[config.mk]
export PLATFORM = sky130hd
export DESIGN_NAME = mopm_top
export DESIGN_NICKNAME = d
export VERILOG_FILES = /design/src/common/mopm_pkg.sv /design/src/logic/mopm_top.sv
export SDC_FILE = /design/constraint.sdc
export NUM_CORES = 1
export LEC_CHECK = 0
export ABC_CLOCK_PERIOD_IN_PS = 8950
export BUFFER_PORTS_ARGS = -buffer_cell sky130_fd_sc_hd__buf_2
export CAP_MARGIN = 20
export CORE_MARGIN = 4
export CORE_UTILIZATION = 49
export DETAILED_ROUTE_END_ITERATION = 10
export PLACE_DENSITY = 0.73
export SLEW_MARGIN = 20
export SYNTH_ARGS = -nofsm -noshare
export SYNTH_HDL_FRONTEND = slang
export SYNTH_SLANG_ARGS = --single-unit
[constraint.sdc]
create_clock -name CLOCK -period 8.95 [get_ports CLOCK]
set_input_delay 2.685 -clock CLOCK [delete_from_list [all_inputs] [get_ports CLOCK]]
set_output_delay 2.685 -clock CLOCK [all_outputs]
set_load 0.01 [all_outputs]
[src/common/mopm_pkg.sv]
/*
 * Package for the metering output pin multiplexer: register map, field
 * positions, reset values, mode codes and timing counts.
 * Assumes an APB slave with 32-bit data and word-aligned registers.
 */
// Operation
// - modes 2 and 3 drive the motor pins with stepper phases b and a
// - mode 0 puts watchdog on motor_out_b and zero-cross on motor_out_a
// - mode 1 puts current and voltage bitstreams on the motor pins
// - mode 2 LED gives fast active-energy pulses at half duty
// - mode 3 LED gives active-energy pulse; constant picked by select bit
// - mode 0 LED gives active, reactive or apparent pulse per select
// - mode 1 LED shows tamper channel select: low primary, high secondary
// - stand-alone no-load pin is low while no-load is detected
// - stand-alone tamper pin low on tamper; peripheral mode leaves it to SPI
// - stand-alone negative power pin low while negative power seen
// - indications shown only while indicator enable input is high
// - one positive zero-cross pulse for each line voltage zero crossing
// - slope sign high while voltage rises, low while it falls
// - range fault sets out of band or below 64; clears in band above 128
// - tamper flag high on tamper, seen in status and stand-alone pin
// - no-load flag one on no-load, seen in status and stand-alone pin
// - three pulse trains proportional to active, reactive, apparent energy
package mopm_pkg;
	// register byte offsets
	localparam logic [7:0] OFS_CTRL = 8'h00;
	localparam logic [7:0] OFS_STATUS = 8'h04;
	localparam logic [7:0] OFS_IRQ_STAT = 8'h08;
	localparam logic [7:0] OFS_IRQ_EN = 8'h0C;
	localparam logic [7:0] OFS_IRQ_CLR = 8'h10;
	localparam logic [7:0] OFS_ENERGY = 8'h14;
	localparam logic [7:0] OFS_VOLTAGE = 8'h18;
	localparam logic [7:0] OFS_SIDE = 8'h1C;
	// control field positions
	localparam int CTRL_MODE_LSB = 0;
	localparam int CTRL_KSEL_BIT = 2;
	localparam int CTRL_KLED_LSB = 3;
	localparam logic [31:0] CTRL_RESET = 32'h0000_0000;
	// side-info register bits: frequency in band, tamper channel, watchdog, tamper, no-load, negative power
	localparam int SIDE_INBAND = 0;
	localparam int SIDE_CHSEL = 1;
	localparam int SIDE_WDOG = 2;
	localparam int SIDE_TAMPER = 3;
	localparam int SIDE_NOLOAD = 4;
	localparam int SIDE_NEG = 5;
	// status / interrupt bit positions
	localparam int ST_TAMPER = 0;
	localparam int ST_NOLOAD = 1;
	localparam int ST_RANGE = 2;
	localparam int ST_NEG = 3;
	localparam int ST_ZCROSS = 4;
	localparam int NUM_EV = 5;
	// voltage thresholds for the range fault
	localparam logic [15:0] V_LOW_LIMIT = 16'h0040;
	localparam logic [15:0] V_HIGH_LIMIT = 16'h0080;
	// energy accumulators and pulse widths
	localparam int ACC_W = 24;
	localparam logic [ACC_W-1:0] K_LOW = 24'h010000;
	localparam logic [ACC_W-1:0] K_HIGH = 24'h004000;
	localparam logic [ACC_W-1:0] K_FAST = 24'h000400;
	localparam int PULSE_NS = 100;
	localparam int CLK_MHZ = 100;
	localparam int PULSE_CYC = (PULSE_NS * CLK_MHZ + 999) / 1000;
	typedef enum logic [1:0] {
		MODE_PERIPH_WD = 2'b00,
		MODE_PERIPH_DS = 2'b01,
		MODE_STAND_FAST = 2'b10,
		MODE_STAND_CNT = 2'b11
	} mopm_mode_t;
	typedef enum logic [1:0] {
		KLED_ACTIVE = 2'b00,
		KLED_REACTIVE = 2'b01,
		KLED_APPARENT = 2'b10
	} mopm_kled_t;
endpackage

[src/logic/mopm_top.sv]
/*
 * Metering output pin multiplexer: energy pulse trains, zero-cross and
 * slope detection, range fault, indicator flags, APB registers, interrupt.
 * Assumes signed voltage samples and per-cycle signed power increments
 * from the DSP, all synchronous to CLOCK; stepper phases come from a
 * motor driver elsewhere.
 */
// Local design decisions: the APB interface to the registers and the address map.
`timescale 1ns/10ps
module mopm_top (
	input wire logic CLOCK,
	input wire logic SYS_RST,
	input wire logic PSEL,
	input wire logic PENABLE,
	input wire logic PWRITE,
	input wire logic [7:0] PADDR,
	input wire logic [31:0] PWDATA,
	output logic [31:0] PRDATA,
	output logic PREADY,
	output logic PSLVERR,
	input wire logic [15:0] VOLT_SAMPLE,
	input wire logic VOLT_VALID,
	input wire logic [15:0] ACT_POWER,
	input wire logic [15:0] REACT_POWER,
	input wire logic [15:0] APP_POWER,
	input wire logic CUR_BITSTREAM,
	input wire logic VOLT_BITSTREAM,
	input wire logic STEPPER_PHASE_A,
	input wire logic STEPPER_PHASE_B,
	input wire logic INDICATOR_ENABLE_SELECT,
	input wire logic SPI_DATA_OUT,
	input wire logic SPI_DATA_OE,
	output logic MOTOR_OUT_A,
	output logic MOTOR_OUT_B,
	output logic LED,
	output logic NO_LOAD_PIN,
	output logic NO_LOAD_PIN_OE,
	output logic TAMPER_PIN,
	output logic TAMPER_PIN_OE,
	output logic NEGATIVE_POWER_INDICATOR,
	output logic NEGATIVE_POWER_INDICATOR_OE,
	output logic IRQ
);
	localparam int NUM_EV_W = mopm_pkg::NUM_EV;

	typedef struct packed {
		logic [31:0] ctrl;
		logic [5:0] side;
		logic [NUM_EV_W-1:0] ist;
		logic [NUM_EV_W-1:0] ien;
		logic [31:0] prdata;
		logic [2:0][mopm_pkg::ACC_W-1:0] acc;
		logic [2:0] epulse;
		logic [2:0][3:0] ewid;
		logic [mopm_pkg::ACC_W-1:0] facc;
		logic fled;
		logic [15:0] vprev;
		logic slope;
		logic zc;
		logic vsign;
		logic fault;
		logic mo_a;
		logic mo_b;
		logic led;
		logic nl;
		logic nl_oe;
		logic td;
		logic td_oe;
		logic ng;
		logic ng_oe;
		logic [NUM_EV_W-1:0] prev_lvl;
	} mopm_state_t;

	mopm_state_t s_r;
	mopm_state_t s_nxt;

	// constant for one channel, chosen by select bit (low count = high rate)
	function automatic logic [mopm_pkg::ACC_W-1:0] pulse_const(
		input logic ksel
	);
		pulse_const = ksel ? mopm_pkg::K_HIGH : mopm_pkg::K_LOW;
	endfunction

	// magnitude of a signed 16-bit power sample, widened to accumulator
	function automatic logic [mopm_pkg::ACC_W-1:0] mag(input logic [15:0] p);
		logic [15:0] m;
		m = p[15] ? 16'(-p) : p;
		mag = {8'h00, m};
	endfunction

	logic apb_wr;
	logic apb_rd;
	logic [1:0] mode;
	logic ksel;
	logic [1:0] kled;
	logic stand;
	logic tamper;
	logic noload;
	logic neg;
	logic inband;
	logic [NUM_EV_W-1:0] lvl;
	logic [NUM_EV_W-1:0] rise;
	logic [2:0][15:0] pw;

	// zero wait-state slave: access completes in its first access cycle
	assign PREADY = 1'b1;
	assign PSLVERR = 1'b0;
	assign apb_wr = PSEL & PENABLE & PWRITE;
	assign apb_rd = PSEL & ~PENABLE & ~PWRITE;

	assign mode = s_r.ctrl[mopm_pkg::CTRL_MODE_LSB +: 2];
	assign ksel = s_r.ctrl[mopm_pkg::CTRL_KSEL_BIT];
	assign kled = s_r.ctrl[mopm_pkg::CTRL_KLED_LSB +: 2];
	assign stand = mode[1];
	assign inband = s_r.side[mopm_pkg::SIDE_INBAND];
	assign tamper = s_r.side[mopm_pkg::SIDE_TAMPER];
	assign noload = s_r.side[mopm_pkg::SIDE_NOLOAD];
	assign neg = s_r.side[mopm_pkg::SIDE_NEG];
	assign pw[0] = ACT_POWER;
	assign pw[1] = REACT_POWER;
	assign pw[2] = APP_POWER;

	// level events feeding the sticky status; zero cross is a pulse
	always_comb
	begin
		lvl = '0;
		lvl[mopm_pkg::ST_TAMPER] = tamper;
		lvl[mopm_pkg::ST_NOLOAD] = noload;
		lvl[mopm_pkg::ST_RANGE] = s_r.fault;
		lvl[mopm_pkg::ST_NEG] = neg;
		lvl[mopm_pkg::ST_ZCROSS] = s_r.zc;
		rise = lvl & ~s_r.prev_lvl;
	end

	// next-state logic for the whole block
	always_comb
	begin
		logic [mopm_pkg::ACC_W-1:0] sum;
		logic [mopm_pkg::ACC_W-1:0] k;
		logic [mopm_pkg::ACC_W-1:0] fsum;
		logic vs;
		logic e_sel;
		sum = '0;
		k = '0;
		fsum = '0;
		vs = 1'b0;
		e_sel = 1'b0;
		s_nxt = s_r;
		s_nxt.prev_lvl = lvl;

		// register writes
		if (apb_wr)
		begin
			case (PADDR)
				mopm_pkg::OFS_CTRL: s_nxt.ctrl = {27'h0, PWDATA[4:0]};
				mopm_pkg::OFS_IRQ_EN: s_nxt.ien = PWDATA[NUM_EV_W-1:0];
				mopm_pkg::OFS_SIDE: s_nxt.side = PWDATA[5:0];
				default: ;
			endcase
		end

		// sticky events; a new event wins over a clear in the same cycle
		if (apb_wr && PADDR == mopm_pkg::OFS_IRQ_CLR)
			s_nxt.ist = s_r.ist & ~PWDATA[NUM_EV_W-1:0];
		s_nxt.ist = s_nxt.ist | rise;

		// read data captured in setup so it is stable in the access phase
		if (apb_rd)
		begin
			case (PADDR)
				mopm_pkg::OFS_CTRL: s_nxt.prdata = s_r.ctrl;
				mopm_pkg::OFS_STATUS: s_nxt.prdata = {27'h0, lvl};
				mopm_pkg::OFS_IRQ_STAT: s_nxt.prdata = {27'h0, s_r.ist};
				mopm_pkg::OFS_IRQ_EN: s_nxt.prdata = {27'h0, s_r.ien};
				mopm_pkg::OFS_ENERGY:
					s_nxt.prdata = {29'h0, s_r.epulse};
				mopm_pkg::OFS_VOLTAGE:
					s_nxt.prdata = {15'h0, s_r.slope, s_r.vprev};
				mopm_pkg::OFS_SIDE: s_nxt.prdata = {26'h0, s_r.side};
				default: s_nxt.prdata = 32'h0000_0000;
			endcase
		end

		// three energy pulse trains; each overflow gives a fixed-width pulse
		k = pulse_const(ksel);
		for (int i = 0; i < 3; i++)
		begin
			sum = s_r.acc[i] + mag(pw[i]);
			if (s_r.ewid[i] != 4'h0)
				s_nxt.ewid[i] = s_r.ewid[i] - 4'h1;
			if (sum >= k)
			begin
				s_nxt.acc[i] = sum - k;
				s_nxt.ewid[i] = 4'(mopm_pkg::PULSE_CYC);
			end
			else
				s_nxt.acc[i] = sum;
			s_nxt.epulse[i] = (s_nxt.ewid[i] != 4'h0);
		end

		// fast LED: toggles per half quantum, so duty is exactly half
		fsum = s_r.facc + mag(pw[0]);
		if (fsum >= (mopm_pkg::K_FAST >> 1))
		begin
			s_nxt.facc = fsum - (mopm_pkg::K_FAST >> 1);
			s_nxt.fled = ~s_r.fled;
		end
		else
			s_nxt.facc = fsum;

		// voltage slope, zero crossing and range fault
		s_nxt.zc = 1'b0;
		if (VOLT_VALID)
		begin
			s_nxt.vprev = VOLT_SAMPLE;
			if ($signed(VOLT_SAMPLE) > $signed(s_r.vprev))
				s_nxt.slope = 1'b1;
			else if ($signed(VOLT_SAMPLE) < $signed(s_r.vprev))
				s_nxt.slope = 1'b0;
			vs = VOLT_SAMPLE[15];
			s_nxt.vsign = vs;
			s_nxt.zc = (vs != s_r.vsign);
			// hysteresis on magnitude between the two limits
			if (!inband || mag(VOLT_SAMPLE) < {8'h00, mopm_pkg::V_LOW_LIMIT})
				s_nxt.fault = 1'b1;
			else if (mag(VOLT_SAMPLE) > {8'h00, mopm_pkg::V_HIGH_LIMIT})
				s_nxt.fault = 1'b0;
		end
		else if (!inband)
			s_nxt.fault = 1'b1;

		// motor pins; registered so a mode write cannot glitch them
		case (mopm_pkg::mopm_mode_t'(mode))
			mopm_pkg::MODE_PERIPH_WD:
			begin
				s_nxt.mo_b = s_r.side[mopm_pkg::SIDE_WDOG];
				s_nxt.mo_a = s_r.zc;
			end
			mopm_pkg::MODE_PERIPH_DS:
			begin
				s_nxt.mo_b = CUR_BITSTREAM;
				s_nxt.mo_a = VOLT_BITSTREAM;
			end
			default:
			begin
				s_nxt.mo_b = STEPPER_PHASE_B;
				s_nxt.mo_a = STEPPER_PHASE_A;
			end
		endcase

		// LED source per mode
		case (kled)
			2'b01: e_sel = s_r.epulse[1];
			2'b10: e_sel = s_r.epulse[2];
			default: e_sel = s_r.epulse[0];
		endcase
		case (mopm_pkg::mopm_mode_t'(mode))
			mopm_pkg::MODE_PERIPH_WD: s_nxt.led = e_sel;
			mopm_pkg::MODE_PERIPH_DS:
				s_nxt.led = s_r.side[mopm_pkg::SIDE_CHSEL];
			mopm_pkg::MODE_STAND_FAST: s_nxt.led = s_r.fled;
			default: s_nxt.led = s_r.epulse[0];
		endcase

		// indicator pins: driven low-active only in stand-alone with enable
		s_nxt.nl_oe = stand && INDICATOR_ENABLE_SELECT;
		s_nxt.nl = ~noload;
		s_nxt.ng_oe = stand && INDICATOR_ENABLE_SELECT;
		s_nxt.ng = ~neg;
		if (stand)
		begin
			s_nxt.td_oe = INDICATOR_ENABLE_SELECT;
			s_nxt.td = ~tamper;
		end
		else
		begin
			// peripheral mode hands the pin to the serial port
			s_nxt.td_oe = SPI_DATA_OE;
			s_nxt.td = SPI_DATA_OUT;
		end
	end

	// one state register; pins and read data leave from flops, except IRQ (gated from them) and PREADY, PSLVERR (tied)
	always_ff @(posedge CLOCK or posedge SYS_RST)
	begin
		if (SYS_RST)
		begin
			s_r <= '0;
			s_r.ctrl <= mopm_pkg::CTRL_RESET;
			s_r.nl <= 1'b1;
			s_r.td <= 1'b1;
			s_r.ng <= 1'b1;
		end
		else
			s_r <= s_nxt;
	end

	assign PRDATA = s_r.prdata;
	assign MOTOR_OUT_A = s_r.mo_a;
	assign MOTOR_OUT_B = s_r.mo_b;
	assign LED = s_r.led;
	assign NO_LOAD_PIN = s_r.nl;
	assign NO_LOAD_PIN_OE = s_r.nl_oe;
	assign TAMPER_PIN = s_r.td;
	assign TAMPER_PIN_OE = s_r.td_oe;
	assign NEGATIVE_POWER_INDICATOR = s_r.ng;
	assign NEGATIVE_POWER_INDICATOR_OE = s_r.ng_oe;
	// level interrupt while any enabled sticky bit is set
	assign IRQ = |(s_r.ist & s_r.ien);
endmodule

==> results of run 1 <==
## power breakdown
group          switching [mW]  internal [mW]  total, mW
sequential              0.157           1.07       1.23
clock                   0.381          0.402      0.783
combinational            1.66           1.13       2.80
total                    2.20           2.61       4.81
## critical path: stages
cell	delay, ps
buf_2	130
or4_1	570
or4_1	460
or3_1	380
o31ai_1	260
xnor2_1	200
ha_1	380
a21oi_1	200
o21a_1	170
o211ai_1	120
o211ai_1	380
xnor2_1	140
ha_1	370
nand2_1	120
or4_1	470
a2111oi_4	210
nand4b_1	160
or4_4	460
nor4b_4	290
nand4b_4	250
mux2_4	310
## per-layer routing
layer	wire (um)	part of all wire	track usage	vias up
met5	13	0.00037	0	-
met4	631	0.018	0.0667	2
li1	-	-	-	6027
met3	1480	0.043	0.0267	44
met2	16400	0.47	0.356	282
met1	16200	0.47	0.305	5918
## synthesized netlist by cell type (all sizes together) (11+ instances only)
library cell	instances
o31ai	19
nor2b	12
a211oi	16
o21a	24
or3	25
a31oi	13
ha	102
inv	67
dfrtp	179
nor3	44
nand2b	22
mux2	26
mux2i	17
nor4	13
clkbuf	36
xnor2	84
or4	16
a221oi	13
nand3	41
and3	17
nand4	28
nor2	81
and4	11
a22o	13
xor2	32
nand2	148
a21oi	95
o21ai	116
buf	47
a21o	40
and2	16
or2	13
a2111oi	11
## path summary, 6_finish.rpt
kind | to | cells past startpoint | startpoint
setup / recovery | s_r[90]$_DFF_PP0_ | 21 | ACT_POWER[4]
max in group asynchronous | s_r[115]$_DFF_PP0_ | 3 | SYS_RST
min in group asynchronous | NEGATIVE_POWER_INDICATOR_OE$_DFF_PP0_ | 2 | SYS_RST
hold / removal | s_r[185]$_DFF_PP0_ | 1 | s_r[2]$_DFF_PP0_
hold reg to reg | s_r[185]$_DFF_PP0_ | 1 | s_r[2]$_DFF_PP0_
setup reg to reg | s_r[115]$_DFF_PP0_ | 20 | s_r[98]$_DFF_PP0_
## per-stage QoR
stage | utilization | instances | hold slack [ps] | power [mW] | setup WS (ps)
after floorplan | - | 1607 | 394 | 3.43 | 702
after global placement | 0.520 | 2031 | 404 | 3.92 | 145
after CTS | 0.541 | 2063 | 425 | 4.80 | 545
after global routing | 0.542 | 2064 | 446 | 5.22 | 291
after detailed placement | 0.520 | 2031 | 418 | 3.99 | 111
final | 0.542 | 2064 | 429 | 4.81 | 565
## registers in the layout, indices dropped and copies added (netlist names), 2 cells and up
register and flops:
PRDATA 17, kled 2, lvl 5, mode 2, s_r 146
## logic make-up (layout without fill, tap and decap cells)
| family | count (synthesis) | in the layout | synth area share |
|---|---|---|---|
| XOR/XNOR | 116 | 116 | 0.0716 |
| multiplexers | 43 | 43 | 0.0329 |
| other | 2 | 18 | 0.000529 |
| AND/OR/NAND/NOR | 521 | 521 | 0.198 |
| flip-flops | 182 | 182 | 0.321 |
| buffers and inverters | 150 | 222 | 0.0508 |
| AO/OA/AOI/OAI | 472 | 472 | 0.230 |
| adder cells (fa/ha/maj) | 106 | 106 | 0.0956 |
## layout make-up
cell class / instances / area, um2
tap: 384 / 480
timing repair buffer: 123 / 631
clock buffer: 17 / 425
clock inverter: 15 / 180
fill: 2610 / 13100
inverter: 67 / 259
sequential: 182 / 4560
multi-input combinational: 1275 / 8960
antenna: 1 / 2.50
==> impl_metrics.csv, run 1 <==
group,metric,value,unit
logic_synthesis,synth.yosys.seq_area_share,0.321,
die,ios,161,
timing,fin_crit_sh,0.937,
cts,cts-hold-fix-buffers,0,
detailed_routing,vias,12300,
timing,slew_headroom,0.360,
pwr,leakage,6.67,nW
cts,path_clk_slew,80,ps
place,place.port_buffers,117,
die,coreArea,0.0286,mm2
timing,finalCriticalPeriod,8390,ps
timing,tns,0,ps
grt,grt_max_degree,109,
logic_synthesis,yosys_warnings,0,
timing,finalMaxSlewViolations,0,
grt,grt_usage,0.218,
detailed_routing,drtAntennaViolNets,0,
logic_synthesis,synth_cells,1592,
grt,grt_pass1_wl,57.2,mm
logic_synthesis,synth-main-ff-cell,"dfrtp_1",
logic_synthesis,synth.distinct_cells,99,
grt,antenna_found_initial,2,
timing,setup_viol,0,
setup_path,start_kind,"input port",
cts,post_cts_buffers,0,
pwr,p_per_area,310,mW/mm2
cts,cts_root_buf,"clkbuf_16",
logic_synthesis,synthTopCellsByArea,"dfrtp_1 32%, ha_1 9.0%, xnor2_1 5.2%, nand2_1 3.9%, o21ai_0 3.8%",
detailed_routing,totalWireLength,34.7,mm
die,die_area,0.0317,mm2
pwr,max-vdd-ir-drop,0.142,mV
cts,cts_tree,"done",
cts,ctsResizeCount,0,
logic_synthesis,synthesis.area,0.0142,mm2
final_layout,final_cell_mix,"179 x dfrtp_1, 148 x nand2_1, 117 x buf_2",
die,core.rowCount,62,
place,dpl_cell_area,0.0149,mm2
setup_path,crit_path_max_fanout,8,
detailed_routing,wl_per_cell,16.8,um
logic_synthesis,synth-async-reset-ratio,1.00,
timing,finalHoldViolCount,0,
final_layout,finalNetCount,1889,
cts,cts_sinks,182,
logic_synthesis,synth_top_cell_area_share,0.316,
grt,grt_pass1_vias,11800,
outcome,status,"completed",
grt,grt-ovfl-total,0,
die,die_y,178,um
detailed_routing,viasPerCell,5.95,
final_layout,drive_above_1_share,0.136,
min_path,hold_path.class,"flip-flop to flip-flop",
cts,worstSkewPairLatency,440,ps
timing,worstMarginPinSlew,960,ps
die,die_w,178,um
final_layout,area_growth,9.26,%
cts,clk_path_buf_depth,2,
setup_path,cp.required,9280,ps
logic_synthesis,synth_top_cell_by_area,"dfrtp_1",
setup_path,reg2reg_slack,3770,ps
detailed_routing,drcViolationCount,0,
logic_synthesis,synth_seq_cells,182,
place,gp_congestion,0.904,
job,maxCapViolations,0,
die,initial_utilization,0.496,
cts,cts_max_level,4,
timing,rsz0062_at_grt,"false",
detailed_routing,drt_iter0_markers,804,
final_layout,finish.instance_area,0.0155,mm2
timing,fmax,119,MHz
logic_synthesis,synth_edf_count,0,
final_layout,final_common_cell,"dfrtp_1",
setup_path,crit_type,"input port to flip-flop",
place,place_hpwl,26.7,mm
cts,numCtsBuffers,17,
setup_path,cp-end-kind,"flip-flop",
logic_synthesis,avgSynthCellArea,8.91,um2
detailed_routing,dr.pass1.iters,5,
setup_path,arrival,8720,ps
timing,clock_skew,10.7,ps
No activity file was read; power rests on OpenSTA's default activity.
==> inputs of run 2 (changes only) <==
--- a/config.mk
+++ b/config.mk
@@ -12,6 +12,7 @@
 export CORE_UTILIZATION = 49
 export DETAILED_ROUTE_END_ITERATION = 10
 export PLACE_DENSITY = 0.73
+export RECOVER_POWER = 25
 export SLEW_MARGIN = 20
 export SYNTH_ARGS = -nofsm -noshare
 export SYNTH_HDL_FRONTEND = slang
==> run 2 against run 1 <==
Against the previous run:
- the flow now finishes with violations (capacitance limit, slew limit)
- first-iteration DRC count is 0.25% lower
- core utilization hardly changed
- non-clock buffer count stayed put
- die area stayed put
- clock skew hardly changed
- final area hardly changed
- sequential share of layout area hardly changed
- worst hold slack hardly changed
- largest power group unchanged
- wire length hardly changed
- highest routed layer unchanged
- register-to-register slack hardly changed
- global-route usage stayed put
- maximum frequency hardly changed
==> impl_metrics.csv, run 2 (synthesis gave the netlist of run 1 again) <==
group,metric,value,unit
outcome,status,"finished with violations",
outcome,failed_checks,"capacitance limit, slew limit",
die,core.rowCount,62,
pwr,switching_share,0.458,
cts,cts_root_buf,"clkbuf_16",
final_layout,seqCellArea,0.00456,mm2
setup_path,crit_type,"input port to flip-flop",
final_layout,multi_input_area,0.00896,mm2
setup_path,crit_path_max_fanout,8,
die,initial_utilization,0.496,
die,die_y,178,um
timing,finalHoldViolCount,0,
final_layout,finalNetCount,1889,
min_path,hold_path.class,"flip-flop to flip-flop",
final_layout,final_util,0.541,
timing,tns,0,ps
place,place_inst,2031,
grt,grt_pass1_wl,57.2,mm
pwr,power.total,4.81,mW
detailed_routing,vias,12300,
timing,holdWs,429,ps
setup_path,start_kind,"input port",
final_layout,final_cells,2064,
pwr,power_frac_comb,0.581,
timing,slew_headroom,-2.29,
final_layout,regMostFlops,"s_r",
setup_path,r2r_cells,20,
cts,cts_tree,"done",
die,die_area,0.0317,mm2
setup_path,cp-end-kind,"flip-flop",
setup_path,worstReg2RegEnd,"s_r[115]$_DFF_PP0_",
timing,clock_skew,10.8,ps
cts,cts_max_level,4,
timing,fmax,119,MHz
timing,setup_viol,0,
detailed_routing,drt_iter0_markers,802,
pwr,max-vdd-ir-drop,0.142,mV
setup_path,arrival,8710,ps
place,pre_cts_ws,111,ps
grt,grt_pass1_vias,11800,
final_layout,finish.instance_area,0.0155,mm2
place,place_hpwl,26.7,mm
final_layout,drive_above_1_share,0.133,
die,coreArea,0.0286,mm2
detailed_routing,totalWireLength,34.7,mm
timing,finalCriticalPeriod,8380,ps
detailed_routing,met3_wirelength,1.49,mm
final_layout,area_growth,9.17,%
min_path,worstHoldPathCells,1,
setup_path,reg2reg_slack,3780,ps
cts,cts-hold-fix-buffers,0,
place,place.port_buffers,117,
min_path,min_from,"s_r[2]$_DFF_PP0_",
final_layout,fill_cells,2612,
setup_path,worstReg2RegStart,"s_r[98]$_DFF_PP0_",
timing,fin_crit_sh,0.936,
grt,antenna_found_initial,2,
final_layout,final_common_cell,"dfrtp_1",
detailed_routing,wl_met2,16.4,mm
detailed_routing,met1_length,16.2,mm
detailed_routing,dr.pass1.iters,5,
pwr,seq_power_share,0.256,
cts,cts_sinks,182,
cts,worstSkewPairLatency,440,ps
grt,grt-ovfl-total,0,
grt,grt_max_degree,109,
final_layout,final_cell_mix,"179 x dfrtp_1, 148 x nand2_1, 112 x buf_2",
pwr,p_per_area,311,mW/mm2
cts,path_clk_slew,80,ps
timing,finalMaxSlewViolations,109,
pwr,intPower,2.61,mW
pwr,power.switching,2.20,mW
detailed_routing,drtAntennaViolNets,0,
die,ios,161,
place,dpl_cell_area,0.0149,mm2
timing,rsz0062_at_grt,"false",
job,maxCapViolations,1,
detailed_routing,highest_layer,"met5",
place,gp_congestion,0.904,
detailed_routing,drcViolationCount,0,
cts,ctsResizeCount,0,
timing,fin_ws,569,ps
detailed_routing,wl_per_cell,16.8,um
detailed_routing,viasPerCell,5.95,
final_layout,largest_reg_flops,146,
cts,numCtsBuffers,17,
setup_path,cp.required,9280,ps
grt,grt_usage,0.218,
timing,worstMarginPinSlew,4910,ps
cts,post_cts_buffers,0,
die,die_w,178,um
cts,clk_path_buf_depth,2,
min_path,holdPathEnd,"s_r[185]$_DFF_PP0_",
pwr,clkPwrFrac,0.163,
pwr,leakage,6.65,nW
==> run 2: cell types whose count changed in the layout (fill, tap and decap cells not counted) <==
cell	previous run	this run
inv_8	5	4
clkinvlp_2	0	1
clkbuf_1	0	5
buf_2	117	112
==> run 2: worst max-delay path: stages <==
cell and delay [ps]:
buf_2 110, or4_1 590, or4_1 460, or3_1 380, o31ai_1 260, xnor2_1 200
ha_1 380, a21oi_1 200, o21a_1 170, o211ai_1 120, o211ai_1 380, xnor2_1 140
ha_1 370, nand2_1 120, or4_1 470, a2111oi_4 210, nand4b_1 160, or4_4 460
nor4b_4 290, nand4b_4 250, mux2_4 310
==> run 2: worst max-delay path by stage <==
stage                      start           endpoint  slack, ps  cells after the start
floorplan           ACT_POWER[6]  s_r[90]$_DFF_PP0_        700                     21
global route        ACT_POWER[4]  s_r[90]$_DFF_PP0_        290                     21
global placement    ACT_POWER[6]  s_r[90]$_DFF_PP0_        140                     21
detailed placement  ACT_POWER[6]  s_r[90]$_DFF_PP0_        110                     21
CTS                 ACT_POWER[4]  s_r[90]$_DFF_PP0_        550                     21
finish              ACT_POWER[6]  s_r[90]$_DFF_PP0_        570                     21
==> run 2: area by class of cell <==
type,instances,share of cell area
Antenna cell,1,0.000162
Clock buffer,17,0.0275
Clock inverter,15,0.0116
Inverter,67,0.0163
Multi-Input combinational cell,1275,0.579
Sequential cell,182,0.294
Tap cell,384,0.0310
Timing Repair Buffer,123,0.0403
==> run 2: metal layers <==
metal | global-route usage | vias to the layer above
li1 | - | 6029
met1 | 0.305 | 5925
met2 | 0.356 | 294
met3 | 0.0267 | 41
met4 | 0.0667 | 2
met5 | 0 | -
==> run 2: power by group through the flow <==
stage | clock, mW | combinational (mW) | sequential, mW
after floorplan | 0 | 2.24 | 1.18
after global placement | 0 | 2.68 | 1.24
after detailed placement | 0 | 2.75 | 1.24
after CTS | 0.802 | 2.77 | 1.23
after global routing | 0.838 | 3.12 | 1.26
final | 0.783 | 2.80 | 1.23
==> inputs of run 3 (changes only) <==
--- a/config.mk
+++ b/config.mk
@@ -10,6 +10,7 @@
 export CAP_MARGIN = 20
 export CORE_MARGIN = 4
 export CORE_UTILIZATION = 49
+export CTS_BUF_LIST = sky130_fd_sc_hd__clkbuf_8
 export DETAILED_ROUTE_END_ITERATION = 10
 export PLACE_DENSITY = 0.73
 export RECOVER_POWER = 25
==> run 3 against run 2 <==
Against the previous run:
- the flow still finishes with violations (capacitance limit, slew limit)
- global-route usage down 0.17 points
- total power down 4.0%
- maximum frequency up 0.20%
- sequential share of layout area up 0.37 points
- sequential cell count unchanged
- first-iteration DRC count up 6.1%
- final area down 1.2%
- wire length down 0.53%
==> impl_metrics.csv, run 3 (synthesis gave the netlist of run 1 again) <==
group,metric,value,unit
outcome,status,"finished with violations",
outcome,failed_checks,"capacitance limit, slew limit",
die,initial_utilization,0.496,
final_layout,final_common_cell,"dfrtp_1",
die,coreArea,0.0286,mm2
grt,grt_pass1_wl,56.8,mm
timing,fin_crit_sh,0.935,
detailed_routing,vias,12300,
die,core.rowCount,62,
detailed_routing,totalWireLength,34.5,mm
cts,cts-hold-fix-buffers,0,
place,place_hpwl,26.7,mm
timing,slew_headroom,-2.29,
cts,worstSkewPairLatency,490,ps
final_layout,final_cell_mix,"179 x dfrtp_1, 148 x nand2_1, 112 x buf_2",
grt,grt-ovfl-total,0,
timing,fin_ws,586,ps
timing,finalCriticalPeriod,8360,ps
setup_path,crit_path_max_fanout,8,
cts,cts_sinks,182,
setup_path,cp.required,9330,ps
detailed_routing,drtAntennaViolNets,0,
timing,tns,0,ps
cts,ctsResizeCount,0,
die,die_area,0.0317,mm2
cts,post_cts_buffers,0,
die,die_y,178,um
final_layout,largest_reg_flops,146,
final_layout,regMostFlops,"s_r",
grt,grt_pass1_vias,11700,
die,die_w,178,um
detailed_routing,wl_per_cell,16.7,um
setup_path,arrival,8740,ps
timing,finalMaxSlewViolations,109,
pwr,max-vdd-ir-drop,0.142,mV
place,gp_congestion,0.904,
timing,worstMarginPinSlew,4910,ps
grt,grt_usage,0.217,
detailed_routing,drt_iter0_markers,851,
timing,rsz0062_at_grt,"false",
cts,cts_root_buf,"clkbuf_8",
timing,clock_skew,17.6,ps
final_layout,area_growth,7.82,%
final_layout,finalNetCount,1889,
pwr,p_per_area,302,mW/mm2
detailed_routing,drcViolationCount,0,
job,maxCapViolations,1,
pwr,leakage,6.56,nW
setup_path,start_kind,"input port",
detailed_routing,viasPerCell,5.94,
grt,antenna_found_initial,2,
detailed_routing,dr.pass1.iters,5,
timing,setup_viol,0,
cts,numCtsBuffers,17,
place,pre_cts_ws,111,ps
final_layout,fill_cells,2645,
timing,fmax,120,MHz
setup_path,crit_type,"input port to flip-flop",
cts,clk_path_buf_depth,2,
setup_path,cp-end-kind,"flip-flop",
cts,cts_max_level,4,
cts,path_clk_slew,110,ps
die,ios,161,
cts,cts_tree,"done",
timing,finalHoldViolCount,0,
min_path,hold_path.class,"flip-flop to flip-flop",
grt,grt_max_degree,109,
pwr,power.total,4.62,mW
place,place.port_buffers,117,
final_layout,drive_above_1_share,0.133,
run 3: final cells by class:
| class | count | area, um2 | area share |
|---|---|---|---|
| diodes | 1 | 2.50 | 0.000164 |
| clock buffers | 17 | 234 | 0.0153 |
| clock inverters | 15 | 180 | 0.0118 |
| inverters | 67 | 253 | 0.0165 |
| multi-input cells | 1275 | 8960 | 0.586 |
| flip-flops and latches | 182 | 4560 | 0.298 |
| well taps | 384 | 480 | 0.0314 |
| repair buffers | 123 | 624 | 0.0408 |
run 3: power by group:
part	internal [mW]	switching [mW]	total (mW)
clock	0.238	0.359	0.597
combinational	1.13	1.66	2.79
sequential	1.07	0.157	1.23
run 3: through the flow:
step	area (um2)	util	cells	hold WS [ps]
2_1_floorplan	14200	-	1607	394
3_3_place_gp	14900	0.520	2031	404
3_5_place_dp	14900	0.520	2031	418
4_1_cts	15300	0.535	2063	429
5_1_grt	15300	0.534	2064	445
6_report	15300	0.534	2064	426
run 3: critical path: stages:
cell       delay (ps)
buf_2             130
or4_1             570
or4_1             460
or3_1             380
o31ai_1           260
xnor2_1           200
ha_1              370
a21oi_1           210
o21a_1            180
o211ai_1          110
o211ai_1          390
xnor2_1           150
ha_1              370
nand2_1           120
or4_1             470
a2111oi_4         210
nand4b_1          160
or4_4             450
nor4b_4           290
nand4b_4          250
mux2_4            310
run 3: metal layers:
metal | global-route usage | vias up | share of wire
li1 | - | 6042 | -
met1 | 0.303 | 5895 | 0.47
met2 | 0.353 | 272 | 0.47
met3 | 0.0282 | 48 | 0.043
met4 | 0.0635 | 2 | 0.020
met5 | 0 | - | 0.00038
run 3: path summary, 6_finish.rpt:
path	start	endpoint	slack, ps	cells past startpoint
worst max-delay path	ACT_POWER[4]	s_r[90]$_DFF_PP0_	590	21
worst min-delay path	s_r[3]$_DFF_PP0_	s_r[186]$_DFF_PP0_	430	1
worst max register to register	s_r[98]$_DFF_PP0_	s_r[115]$_DFF_PP0_	3740	20
worst min register to register	s_r[3]$_DFF_PP0_	s_r[186]$_DFF_PP0_	430	1
max in group asynchronous	SYS_RST	s_r[115]$_DFF_PP0_	2730	3
min in group asynchronous	SYS_RST	NEGATIVE_POWER_INDICATOR_OE$_DFF_PP0_	3690	2
